===== config.mk =====
export PLATFORM = sky130hd
export DESIGN_NAME = ref_io_config
export DESIGN_NICKNAME = d
export VERILOG_FILES = /design/src/ref_io_config.v
export VERILOG_INCLUDE_DIRS = /design/src
export SDC_FILE = /design/constraint.sdc
export NUM_CORES = 1
export LEC_CHECK = 0
export ABC_AREA = 1
export BUFFER_PORTS_ARGS = -buffer_cell sky130_fd_sc_hd__buf_2
export CORE_UTILIZATION = 30
export DETAILED_ROUTE_END_ITERATION = 10
export GPL_TIMING_DRIVEN = 1
export HOLD_SLACK_MARGIN = 0.15
export PLACE_DENSITY = 0.44
export SYNTH_ARGS = -nofsm -noshare
export SYNTH_HDL_FRONTEND = slang
export SYNTH_SLANG_ARGS = --single-unit

===== constraint.sdc =====
create_clock -name clk_i -period 3 [get_ports clk_i]
set_input_delay 0.3 -clock clk_i [delete_from_list [all_inputs] [get_ports clk_i]]
set_output_delay 0.3 -clock clk_i [all_outputs]
set_load 0.005 [all_outputs]

===== src/ref_defines.vh =====
`ifndef REF_DEFINES_VH
`define REF_DEFINES_VH
// Summary of operation
// Curve bank switch 4 off offers definite, standard, very, extreme, long, short, rectifier.
// Curve bank switch 4 on offers moderate, very, extreme, two short variants, electromechanical.
// Reset-mode switch off clears stage-one delay instantly; on unwinds it inversely.
// One reset-mode choice serves both phase and earth first stages.
// Earth stage-one threshold is range minimum plus weights; minima 0.05 and 1.5.
// Earth second stage is definite time only, no inverse curve.
// Source switch off uses the I/O switch bank; on uses software settings.
// First switch input set: input one blocks phase stage two, input two resets.
// Second switch input set: input one is auxiliary trip, input two resets.
// Software input set maps each input to any combination of functions.
// Output blocking input holds every relay unpowered.
// Latched-output reset input rising releases every latched relay.
// Indicator reset input rising clears trip indicators only without trip cause.
// Stage blocking input resets that stage's running delay.
// Auxiliary input rising lights latched auxiliary indicator and acts as trip.
// Breaker-not-ready input refuses serial breaker close commands.
// First output set: relay one 0.4 s trip pulse, relay two follows trip. Code pulses relay one for 3 to 4 tick periods, 0.3 to 0.4 s.
// First output set: relay three held after trip, released early by reset.
// First output set: relay four follows phase stage-two start.
// Second set: relays one, three phase and aux trips; two, four earth trips.
// Software output set makes each relay latching or not independently.
// Hold time is 0 to 6500 minutes, default 4320.
// Inputs sampled on the clock; all timers run from one slow tick.
// Output group switch off selects first set, on second, in switch mode.

// Register byte offsets
`define REF_ADR_STATUS 8'h00
`define REF_ADR_IN1MAP 8'h04
`define REF_ADR_IN2MAP 8'h08
`define REF_ADR_HOLD   8'h0c
`define REF_ADR_OUTMAP 8'h10
`define REF_ADR_LAST   8'h1c

// Input function bits
`define REF_FI_BLKOUT 0
`define REF_FI_RSTOUT 1
`define REF_FI_RSTLED 2
`define REF_FI_BLKP1  3
`define REF_FI_BLKP2  4
`define REF_FI_BLKE1  5
`define REF_FI_BLKE2  6
`define REF_FI_CLOSED 7
`define REF_FI_OPEN   8
`define REF_FI_AUX    9
`define REF_FI_NRDY   10
`define REF_IN1_DEF   11'h010
`define REF_IN2_DEF   11'h006

// Output source bits 0..13, bit 15 of an output map is the latch enable
`define REF_FO_LATCH  15
`define REF_OUT1_DEF  16'h0001
`define REF_OUT2_DEF  16'h0002
`define REF_OUT3_DEF  16'h0800
`define REF_OUT4_DEF  16'h0008
`define REF_G1_MAPS   56'h00_2080_0000_8001
`define REF_G2_MAPS   56'h0c_004c_00c0_04c0

// Threshold in 0.05 units of nominal earth current
`define REF_THR_MIN_LO 8'h01
`define REF_THR_MIN_HI 8'h1e

// Timing
`define REF_CLK_KHZ     250000
`define REF_TICK_MS     100
`define REF_TICK_CYCLES (`REF_TICK_MS * `REF_CLK_KHZ)
`define REF_PULSE_MS    400
`define REF_PULSE_TICKS (`REF_PULSE_MS / `REF_TICK_MS)
`define REF_CLOSE_MS    400
`define REF_CLOSE_TICKS (`REF_CLOSE_MS / `REF_TICK_MS)
`define REF_MIN_TICKS   (60000 / `REF_TICK_MS)
`define REF_HOLD_DEF    13'd4320
`define REF_HOLD_MAX    13'd6500
`endif


===== src/ref_io_config.v =====
// Register access over Wishbone and the address map were decided locally.
`timescale 1ns/1ps
`include "ref_defines.vh"
module ref_io_config #(
  parameter TICK_CYCLES = `REF_TICK_CYCLES
) (
  input  wire        clk_i,
  input  wire        rst_i,
  input  wire        ce_i,
  input  wire        wb_cyc_i,
  input  wire        wb_stb_i,
  input  wire        wb_we_i,
  input  wire [7:0]  wb_adr_i,
  input  wire [3:0]  wb_sel_i,
  input  wire [31:0] wb_dat_i,
  output reg  [31:0] wb_dat_o,
  output reg         wb_ack_o,
  input  wire        sw_char_group_i,
  input  wire [2:0]  sw_char_sel_i,
  input  wire        sw_reset_mode_i,
  input  wire        sw_io_source_i,
  input  wire        sw_input_set_i,
  input  wire        sw_output_set_i,
  input  wire [5:0]  sw_earth_thr_i,
  input  wire        binary_input_one_i,
  input  wire        binary_input_two_i,
  input  wire        phase_stage_one_trip_i,
  input  wire        phase_stage_two_trip_i,
  input  wire        earth_stage_one_trip_i,
  input  wire        earth_stage_two_trip_i,
  input  wire        phase_stage_one_start_i,
  input  wire        phase_stage_two_start_i,
  input  wire        earth_stage_one_start_i,
  input  wire        earth_stage_two_start_i,
  input  wire        watchdog_ok_i,
  input  wire        close_req_i,
  output reg  [3:0]  earth_curve_code_o,
  output reg         phase_reset_inverse_o,
  output reg         earth_reset_inverse_o,
  output reg  [7:0]  earth_thr_o,
  output reg         earth_stage_one_disable_o,
  output reg         block_phase_one_o,
  output reg         block_phase_two_o,
  output reg         block_earth_one_o,
  output reg         block_earth_two_o,
  output wire        output_relay_one_o,
  output wire        output_relay_two_o,
  output wire        output_relay_three_o,
  output wire        output_relay_four_o,
  output reg         trip_led_o,
  output reg         aux_led_o,
  output reg         breaker_closed_status_o,
  output reg         breaker_open_status_o,
  output reg         close_refused_o
);

  localparam TW = $clog2(TICK_CYCLES + 1);
  // Full-width integers first, then cut to the counter widths on purpose
  localparam [31:0]   TICK_W     = TICK_CYCLES - 1;
  localparam [31:0]   PULSE_W    = `REF_PULSE_TICKS;
  localparam [31:0]   CLOSE_W    = `REF_CLOSE_TICKS;
  localparam [31:0]   MIN_W      = `REF_MIN_TICKS - 1;
  localparam [TW-1:0] TICK_LAST  = TICK_W[TW-1:0];
  localparam [2:0]    PULSE_T    = PULSE_W[2:0];
  localparam [2:0]    CLOSE_T    = CLOSE_W[2:0];
  localparam [9:0]    MIN_LAST   = MIN_W[9:0];
  localparam [55:0]   G1_MAPS    = `REF_G1_MAPS;
  localparam [55:0]   G2_MAPS    = `REF_G2_MAPS;

  ////////////////////////////////////////////////////////////////////////////
  // Sampled switches and inputs
  reg        grp_r, rmode_r, usb_r, inset_r, outset_r;
  reg [2:0]  csel_r;
  reg [5:0]  thr_sw_r;
  reg        bi1_r, bi2_r, bi1_q, bi2_q;
  reg [3:0]  trip_r, start_r;
  reg        wdog_r, close_req_r;

  always @(posedge clk_i) begin
    if (rst_i) begin
      grp_r       <= 1'b0;
      rmode_r     <= 1'b0;
      usb_r       <= 1'b0;
      inset_r     <= 1'b0;
      outset_r    <= 1'b0;
      csel_r      <= 3'h0;
      thr_sw_r    <= 6'h00;
      bi1_r       <= 1'b0;
      bi2_r       <= 1'b0;
      bi1_q       <= 1'b0;
      bi2_q       <= 1'b0;
      trip_r      <= 4'h0;
      start_r     <= 4'h0;
      wdog_r      <= 1'b0;
      close_req_r <= 1'b0;
    end else if (ce_i) begin
      // Plain registering; inputs are already clock-synchronous  //
      grp_r       <= sw_char_group_i;
      rmode_r     <= sw_reset_mode_i;
      usb_r       <= sw_io_source_i;
      inset_r     <= sw_input_set_i;
      outset_r    <= sw_output_set_i;
      csel_r      <= sw_char_sel_i;
      thr_sw_r    <= sw_earth_thr_i;
      bi1_r       <= binary_input_one_i;
      bi2_r       <= binary_input_two_i;
      bi1_q       <= bi1_r;
      bi2_q       <= bi2_r;
      trip_r      <= {earth_stage_two_trip_i, earth_stage_one_trip_i,
                      phase_stage_two_trip_i, phase_stage_one_trip_i};
      start_r     <= {earth_stage_two_start_i, earth_stage_one_start_i,
                      phase_stage_two_start_i, phase_stage_one_start_i};
      wdog_r      <= watchdog_ok_i;
      close_req_r <= close_req_i;
    end
  end

  ////////////////////////////////////////////////////////////////////////////
  // Software settings over Wishbone
  reg [10:0] in1map_r, in2map_r;
  reg [12:0] hold_r;
  reg [15:0] outmap_r [0:3];
  wire [3:0] relay_r, latched_r;
  reg        hold_act_r;

  wire        acc    = wb_cyc_i & wb_stb_i & ~wb_ack_o;
  wire        wr     = acc & wb_we_i;
  wire [31:0] wmask  = {{8{wb_sel_i[3]}}, {8{wb_sel_i[2]}},
                        {8{wb_sel_i[1]}}, {8{wb_sel_i[0]}}};
  wire        is_out = (wb_adr_i >= `REF_ADR_OUTMAP) &&
                       (wb_adr_i <= `REF_ADR_LAST) && (wb_adr_i[1:0] == 2'b00);
  wire [1:0]  oidx   = wb_adr_i[3:2];

  function [31:0] merge;
    input [31:0] old;
    input [31:0] dat;
    input [31:0] m;
    begin
      merge = (old & ~m) | (dat & m);
    end
  endfunction

  wire [31:0] in1_w  = merge({21'h0, in1map_r}, wb_dat_i, wmask);
  wire [31:0] in2_w  = merge({21'h0, in2map_r}, wb_dat_i, wmask);
  wire [31:0] hold_w = merge({19'h0, hold_r}, wb_dat_i, wmask);
  wire [31:0] out_w  = merge({16'h0, outmap_r[oidx]}, wb_dat_i, wmask);

  wire [31:0] status = {16'h0, grp_r, rmode_r, usb_r, breaker_open_status_o,
                        breaker_closed_status_o, hold_act_r, aux_led_o,
                        trip_led_o, latched_r, relay_r};

  always @(posedge clk_i) begin
    if (rst_i) begin
      wb_ack_o <= 1'b0;
      wb_dat_o <= 32'h0000_0000;
      in1map_r <= `REF_IN1_DEF;
      in2map_r <= `REF_IN2_DEF;
      hold_r   <= `REF_HOLD_DEF;
      outmap_r[0] <= `REF_OUT1_DEF;
      outmap_r[1] <= `REF_OUT2_DEF;
      outmap_r[2] <= `REF_OUT3_DEF;
      outmap_r[3] <= `REF_OUT4_DEF;
    end else if (ce_i) begin
      // Every access is acked, unmapped ones read zero and drop writes
      wb_ack_o <= acc;
      wb_dat_o <= 32'h0000_0000;
      if (acc && !wb_we_i) begin
        case (wb_adr_i)
          `REF_ADR_STATUS: wb_dat_o <= status;
          `REF_ADR_IN1MAP: wb_dat_o <= {21'h0, in1map_r};
          `REF_ADR_IN2MAP: wb_dat_o <= {21'h0, in2map_r};
          `REF_ADR_HOLD:   wb_dat_o <= {19'h0, hold_r};
          default: begin
            if (is_out)
              wb_dat_o <= {16'h0, outmap_r[oidx]};
          end
        endcase
      end
      if (wr) begin
        case (wb_adr_i)
          `REF_ADR_IN1MAP: in1map_r <= in1_w[10:0];
          `REF_ADR_IN2MAP: in2map_r <= in2_w[10:0];
          `REF_ADR_HOLD: begin
            // Out-of-range hold times clamp to the top of the range
            if (hold_w[31:13] != 19'h0 || hold_w[12:0] > `REF_HOLD_MAX)
              hold_r <= `REF_HOLD_MAX;
            else
              hold_r <= hold_w[12:0];
          end
          default: begin
            if (is_out)
              outmap_r[oidx] <= {out_w[15], 1'b0, out_w[13:0]};
          end
        endcase
      end
    end
  end

  ////////////////////////////////////////////////////////////////////////////
  // Input function matrix
  wire [10:0] map1 = usb_r ? in1map_r :
                     (inset_r ? (11'h001 << `REF_FI_AUX) :
                                (11'h001 << `REF_FI_BLKP2));
  wire [10:0] map2 = usb_r ? in2map_r : `REF_IN2_DEF;  // see R08
  wire        r1   = bi1_r & ~bi1_q;
  wire        r2   = bi2_r & ~bi2_q;
  // Both inputs may feed the same function; their effects are ORed  //
  wire [10:0] fn_lvl  = ({11{bi1_r}} & map1) | ({11{bi2_r}} & map2);
  wire [10:0] fn_rise = ({11{r1}} & map1) | ({11{r2}} & map2);

  wire blk_out  = fn_lvl[`REF_FI_BLKOUT];
  wire rst_out  = fn_rise[`REF_FI_RSTOUT];
  wire rst_led  = fn_rise[`REF_FI_RSTLED];
  wire aux_lvl  = fn_lvl[`REF_FI_AUX];
  wire aux_rise = fn_rise[`REF_FI_AUX];
  wire nrdy     = fn_lvl[`REF_FI_NRDY];

  // Aux is an instantaneous trip while the input is energised
  wire any_trip = (|trip_r) | aux_lvl;
  reg  any_trip_q;
  wire trip_rise = any_trip & ~any_trip_q;

  ////////////////////////////////////////////////////////////////////////////
  // Common slow timebase
  reg [TW-1:0] tick_cnt_r;
  reg          tick_r;
  reg [9:0]    min_cnt_r;
  reg [2:0]    pulse_cnt_r, close_cnt_r;
  reg [12:0]   hold_cnt_r;

  always @(posedge clk_i) begin
    if (rst_i) begin
      tick_cnt_r <= {TW{1'b0}};
      tick_r     <= 1'b0;
    end else if (ce_i) begin
      tick_r <= (tick_cnt_r == TICK_LAST);
      if (tick_cnt_r == TICK_LAST)
        tick_cnt_r <= {TW{1'b0}};
      else
        tick_cnt_r <= tick_cnt_r + {{(TW-1){1'b0}}, 1'b1};
    end
  end

  // Pulses run from the next tick, so length is 3 to 4 tick periods
  always @(posedge clk_i) begin
    if (rst_i) begin
      any_trip_q  <= 1'b0;
      pulse_cnt_r <= 3'h0;
      close_cnt_r <= 3'h0;
      hold_cnt_r  <= 13'h0;
      min_cnt_r   <= 10'h0;
      hold_act_r  <= 1'b0;
      close_refused_o <= 1'b0;
    end else if (ce_i) begin
      any_trip_q <= any_trip;
      if (trip_rise)
        pulse_cnt_r <= PULSE_T;
      else if (tick_r && pulse_cnt_r != 3'h0)
        pulse_cnt_r <= pulse_cnt_r - 3'h1;
      close_refused_o <= close_req_r & nrdy;
      if (close_req_r && !nrdy)
        close_cnt_r <= CLOSE_T;
      else if (tick_r && close_cnt_r != 3'h0)
        close_cnt_r <= close_cnt_r - 3'h1;
      // Trip reloads the hold; a reset edge ends it early, trip wins
      if (any_trip) begin
        hold_cnt_r <= hold_r;  // see R18
        min_cnt_r  <= 10'h0;
        hold_act_r <= (hold_r != 13'h0);
      end else if (rst_out) begin
        hold_cnt_r <= 13'h0;
        hold_act_r <= 1'b0;
      end else if (tick_r && hold_act_r) begin
        if (min_cnt_r == MIN_LAST) begin
          min_cnt_r  <= 10'h0;
          hold_cnt_r <= hold_cnt_r - 13'h1;
          hold_act_r <= (hold_cnt_r != 13'h1);
        end else begin
          min_cnt_r <= min_cnt_r + 10'h1;
        end
      end
    end
  end

  ////////////////////////////////////////////////////////////////////////////
  // Relay drive
  wire [13:0] src = {wdog_r, (close_cnt_r != 3'h0), hold_act_r, aux_lvl,
                     trip_r, start_r, any_trip, (pulse_cnt_r != 3'h0)};

  genvar g;
  generate
    for (g = 0; g < 4; g = g + 1) begin : g_relay
      wire [13:0] g1  = G1_MAPS[14*g +: 14];
      wire [13:0] g2  = G2_MAPS[14*g +: 14];
      // Switch mode picks a fixed set, software mode the written map
      wire [13:0] sel = usb_r ? outmap_r[g][13:0] :
                        (outset_r ? g2 : g1);  // see R24 see R17 see R19
      wire lat_en = usb_r & outmap_r[g][`REF_FO_LATCH];
      wire raw    = |(src & sel);
      // One flop pair per relay, so no vector has several writers
      reg  lat_r;
      reg  rel_r;
      assign latched_r[g] = lat_r;
      assign relay_r[g]   = rel_r;
      always @(posedge clk_i) begin
        if (rst_i) begin
          lat_r <= 1'b0;
          rel_r <= 1'b0;
        end else if (ce_i) begin
          if (raw && lat_en)
            lat_r <= 1'b1;
          else if (rst_out)
            lat_r <= 1'b0;
          // Blocking wins over every source for test without tripping
          rel_r <= ~blk_out & (raw | (lat_r & ~rst_out));
        end
      end
    end
  endgenerate

  assign output_relay_one_o   = relay_r[0];
  assign output_relay_two_o   = relay_r[1];
  assign output_relay_three_o = relay_r[2];
  assign output_relay_four_o  = relay_r[3];

  ////////////////////////////////////////////////////////////////////////////
  // Indicators, stage settings and blocks
  wire [7:0] thr_add = {3'h0, thr_sw_r[4:0]};
  wire [7:0] thr_nxt = thr_sw_r[5] ?
                       (`REF_THR_MIN_HI + (thr_add << 2) + thr_add) :
                       (`REF_THR_MIN_LO + thr_add);

  always @(posedge clk_i) begin
    if (rst_i) begin
      trip_led_o  <= 1'b0;
      aux_led_o   <= 1'b0;
      earth_curve_code_o    <= 4'h0;
      phase_reset_inverse_o <= 1'b0;
      earth_reset_inverse_o <= 1'b0;
      earth_thr_o <= 8'h00;
      earth_stage_one_disable_o <= 1'b0;
      block_phase_one_o <= 1'b0;
      block_phase_two_o <= 1'b0;
      block_earth_one_o <= 1'b0;
      block_earth_two_o <= 1'b0;
      breaker_closed_status_o <= 1'b0;
      breaker_open_status_o   <= 1'b0;
    end else if (ce_i) begin
      // Set beats clear; a live trip cause also keeps it lit
      if (|trip_r)
        trip_led_o <= 1'b1;
      else if (rst_led)
        trip_led_o <= 1'b0;
      if (aux_rise)
        aux_led_o <= 1'b1;
      else if (rst_led && !any_trip)
        aux_led_o <= 1'b0;
      // Group in bit 3, selector in 2:0; stage two has no curve code  //
      earth_curve_code_o <= {grp_r, csel_r};  // see R01
      phase_reset_inverse_o <= rmode_r;  // see R03
      earth_reset_inverse_o <= rmode_r;  // see R03
      earth_thr_o <= thr_nxt;
      earth_stage_one_disable_o <= &thr_sw_r;
      block_phase_one_o <= fn_lvl[`REF_FI_BLKP1];
      block_phase_two_o <= fn_lvl[`REF_FI_BLKP2];  // see R14
      block_earth_one_o <= fn_lvl[`REF_FI_BLKE1];
      block_earth_two_o <= fn_lvl[`REF_FI_BLKE2];
      breaker_closed_status_o <= fn_lvl[`REF_FI_CLOSED];
      breaker_open_status_o   <= fn_lvl[`REF_FI_OPEN];
    end
  end

endmodule // ref_io_config


* Word level (Yosys, flattened, before mapping)
Memory sizes are Yosys's and may differ from the RTL's.
Cells that the tools add are included.
** Cells by class
- Add/subtract/negate cells :: 8
- $lt $le $gt $ge :: 3
- Eq/ne operators :: 7
- Multiplexer cells :: 53
- Bitwise operators :: 50
- Reductions and logical operators :: 54
** Operators by type and width (count)
- $mux W10 :: 7
- $mux W13 :: 5
- $pmux W16 S4 :: 1
- $and A14 B14 Y14 :: 4
- $mux W14 :: 4
- $reduce_or A14 Y1 :: 4
- $and A11 B11 Y11 :: 4
- $mux W11 :: 3
- $or A11 B11 Y11 :: 3
- $and A13 B32 Y32 :: 1
- $and A32 B32 Y32 :: 1
- $mux W16 :: 2
- $not A32 Y32 :: 1
- $or A32 B32 Y32 :: 1
- $add A25 B1 Y25 const B :: 1
- $eq A25 B25 Y1 const B :: 1
- $mux W25 :: 1
- $mux W1 :: 22
- $and A10 B10 Y10 :: 2
- $and A1 B1 Y1 :: 19
- $reduce_bool A19 Y1 :: 1
- $reduce_bool A2 Y1 :: 9
- $and A16 B16 Y16 :: 1
- $eq A8 B4 Y1 const B :: 2
- 35 further kinds :: 75
** Storage, ports and cells
- Flip-flop bits (word level) :: 184
- Bits in writable memories :: 60
- Input bits :: 76
- Output and inout bits :: 61
- Memories kept :: 1
** Memory list
- outmap_r :: words 4, width 15, rd ports 5, clocked after Yosys merged registers in 0, wr ports 4, RTL line ref_io_config.v:122 : reg [15:0] outmap_r [0:3];

* Longest topological paths before layout
- Depth after elaboration :: 11
- Depth in mapped cells :: 14
- Depth with buffers taken out :: 14

* Worst setup path after synthesis
Ideal clock, no wire load.
- Path kind :: input to register
- Start :: input wb_adr_i[1]
- End :: memory outmap_r[3][0] (netlist bit) (enable)
- Setup time :: 411 ps
- Arrival time :: 1953 ps
- Slack :: 636 ps
- Stages :: 3
- Buffers on the path :: 0
- Path through :: nor2_2 -> nand4_2 -> o31ai_1
** RTL lines
- start: declaration :: RTL line ref_io_config.v:13 : input wire [7:0] wb_adr_i,
- end: declaration :: RTL line ref_io_config.v:122

==> flow_summary.ini <==
[finish]
n_fill_cell = 4159
final_cells = 2299
diodes = 0
final_cell_area_um2 = 14300
final_nets = 1852
syn_to_final_growth_pct = 21.1
drive_gt1_share_pct = 14.5
post-route-util_pct = 36.9

[sta]
max_slew.worst_pin.slew_ns = 1.02
drv_slew = 0
period_needed_ns = 2.57
setup_viol = 0
fin_crit_sh_pct = 85.6
hold_viol_final = 0
rsz0062_at_grt = no
whs_ns = 0.206
fmax_ghz = 0.389
fin_worst_skew_ns = 0.0223
maxSlewHeadroom_pct = 32.2
worst_slack_ns = 0.432
fin_tns_setup_ns = 0

[power]
p_total_mw = 8.07
p_switching_mw = 2.16
p_clk_share_pct = 46.2
seqPwrFrac_pct = 41.8
static-leakage-power_nw = 6.00
swShare_pct = 26.8
powerDensity_nw_per_um2 = 564
power_frac_comb_pct = 12.0
vdd_drop_max_uv = 385
internal_power_mw = 5.90

[synthesis]
synth_cells = 1607
synthMuxAreaShare_pct = 0
synth_area_um2 = 11800
synth_area_leader_cell = dfxtp_1
synthSimpleGateAreaFrac_pct = 28.7
synth.area.top_cells = dfxtp_1, edfxtp_1, nand2_1
synth_top_family_by_area = simple AND/OR/NAND/NOR gates
synth_top_area_share_pct = 28.5
synth_common_cells = nand2_1, nor2_1, dfxtp_1
synthArstFlopShare_pct = 0
synth_fa_ha_area_share_pct = 1.86
synth_edf_count = 60
yosys.cell_count.top_type = nand2_1
synthFlopType = dfxtp_1
yosysWarnings = 0
avgSynthCellArea_um2 = 7.35
ys_ff_latch = 228
synth_compound_area_share_pct = 15.5
synthXorXnorAreaFrac_pct = 1.33
synth.distinct_cells = 58
ys_seq_area_share_pct = 43.7

[grt]
grt_use_total_pct = 21.5
overflow = 0
grt_pass1_vias = 10900
grt_max_degree = 96
grt_pass1_wl_um = 67000
antenna_found_initial = 0

[clock_tree]
root_buffer = clkbuf_16
clk_latency_ns = 0.57
cts_buffers = 28
h-tree-depth = 1
post_cts_buffers = 0
clkTransAtPathRegs_ns = 0.06
cts_sinks = 228
cts_resized = 0
clk_path_buf_depth = 3
tritoncts = done

[placement]
dpl_cell_area_um2 = 12900
gp_congestion = 0.881
place_inst = 2208
portBuffers = 120
post-dp-hpwl_um = 32400
place_ws_ns = 0.372

[setup_path]
path_max_fanout = 15
path_cells = nand3b_1, nor2_1, nand2_1, inv_2, nand3_2, nor2_1, inv_1, nand2_1
crit_path_start_kind = flip-flop
cpPeakStageDelay_ns = 0.52
cp.arrival_ns = 2.76
worstSetupPathType = flip-flop to flip-flop
worst_path_max_delay_cell = nand2_1
critPathBufInv = 2
timing.rr.start = wb_ack_o
cp_top_family = simple AND/OR/NAND/NOR gates
setup.worst_path.start = wb_ack_o
cp-end-kind = flip-flop
cp.required_ns = 3.19

[job]
cap_violations = 0

[routing]
drc_errors = 0
firstDrtPassIters = 5
ant_nets = 0
viasPerCell = 4.96
wl_per_cell_um = 18.9
drt-initial-drc-count = 907
vias = 11400
wirelength_um = 43400

[floorplanning]
fp.dieW_um = 200
core_region_area_um2 = 38700
die_y_um = 200
rows = 72
num_io_pins = 137
dieArea_um2 = 40200
initial_core_util_pct = 30.5

[worst_hold_path]
hold_class = primary input to flip-flop
min_from = wb_sel_i[3]

[run_status]
outcome = complete, no violations
[routing by layer]
layer / part of all wire, % / global-route usage (%)
met1: 48 / 31.2
met2: 44 / 33.3
met3: 6.5 / 3.56
met4: 2.2 / 4.99
met5: 0 / 0
[placed cells by master, fill, tap and decap left out, types with 7 or more instances in the layout]
cell           instances
nand3_1               73
dlygate4sd3_1         39
buf_4                 23
a211oi_1               7
dfxtp_1              168
o21ai_0               87
nand2_1              363
buf_2                119
a211oi_2               8
clkbuf_16             28
nor2_1               230
xor2_1                14
a31oi_1               12
nand4_1               26
inv_2                 16
ha_1                  16
inv_1                149
o21ai_1                9
nor2_2                 7
o22ai_1               22
a21oi_1              128
nand2_2                9
or2_2                 10
nor3_1                32
o211ai_1              11
edfxtp_1              60
conb_1                16
o22a_1                 9
[what timing repair did]
item | in CTS | in global routing
hold buffers | 39 | 0
hold endpoints to repair | 49 | 0
setup endpoints to repair | 0 | 0
[flip-flops by register name, indices dropped and copies added, names as in the netlist, 3 cells and up, named ones only]
register / count
outmap_r: 60
tick_cnt_r: 25
wb_dat_o: 16
hold_cnt_r: 13
hold_r: 13
min_cnt_r: 10
earth_thr_o: 8
thr_sw_r: 6
earth_curve_code_o: 4
g_relay.lat_r: 4
start_r: 4
trip_r: 4
close_cnt_r: 3
csel_r: 3
pulse_cnt_r: 3
[layout make-up]
cell class	count	area [µm²]	area share [%]
repair buffers	182	1180	8.24
clock inverters	15	246	1.72
multi-input cells	1150	5670	39.6
inverters	169	638	4.46
well taps	518	648	4.53
clock buffers	37	764	5.34
flip-flops and latches	228	5160	36.1
[kinds of logic after synthesis]
| family | count (synthesis) |
|---|---|
| XOR/XNOR | 18 |
| buffers and inverters | 244 |
| other | 1 |
| AO/OA/AOI/OAI | 315 |
| adder cells (fa/ha/maj) | 17 |
| flip-flops | 228 |
| AND/OR/NAND/NOR | 784 |
[power groups by stage]
stage | combinational (mW) | sequential [mW] | clock, mW
finish | 0.968 | 3.37 | 3.73
global route | 1.08 | 3.38 | 3.93
CTS | 0.971 | 3.37 | 3.82
detailed placement | 0.926 | 3.43 | 0
global placement | 0.926 | 3.43 | 0
floorplan | 0.611 | 3.38 | 0
[worst reg2reg max path: cells and delay by family (launching register included)]
family	cells	cell delay (ns)
flops	1	0.31
simple gates	6	1.49
buf+inv	2	0.38
[worst paths after layout]
kind / end / slack [ns] / cells after the start
min reg2reg: block_earth_one_o / 0.46 / 2
min: hold_r[11] / 0.21 / 4
max reg2reg: outmap_r[2][11] / 0.43 / 8
max: outmap_r[2][11] / 0.43 / 8
Power figures use the tool's default switching activity.
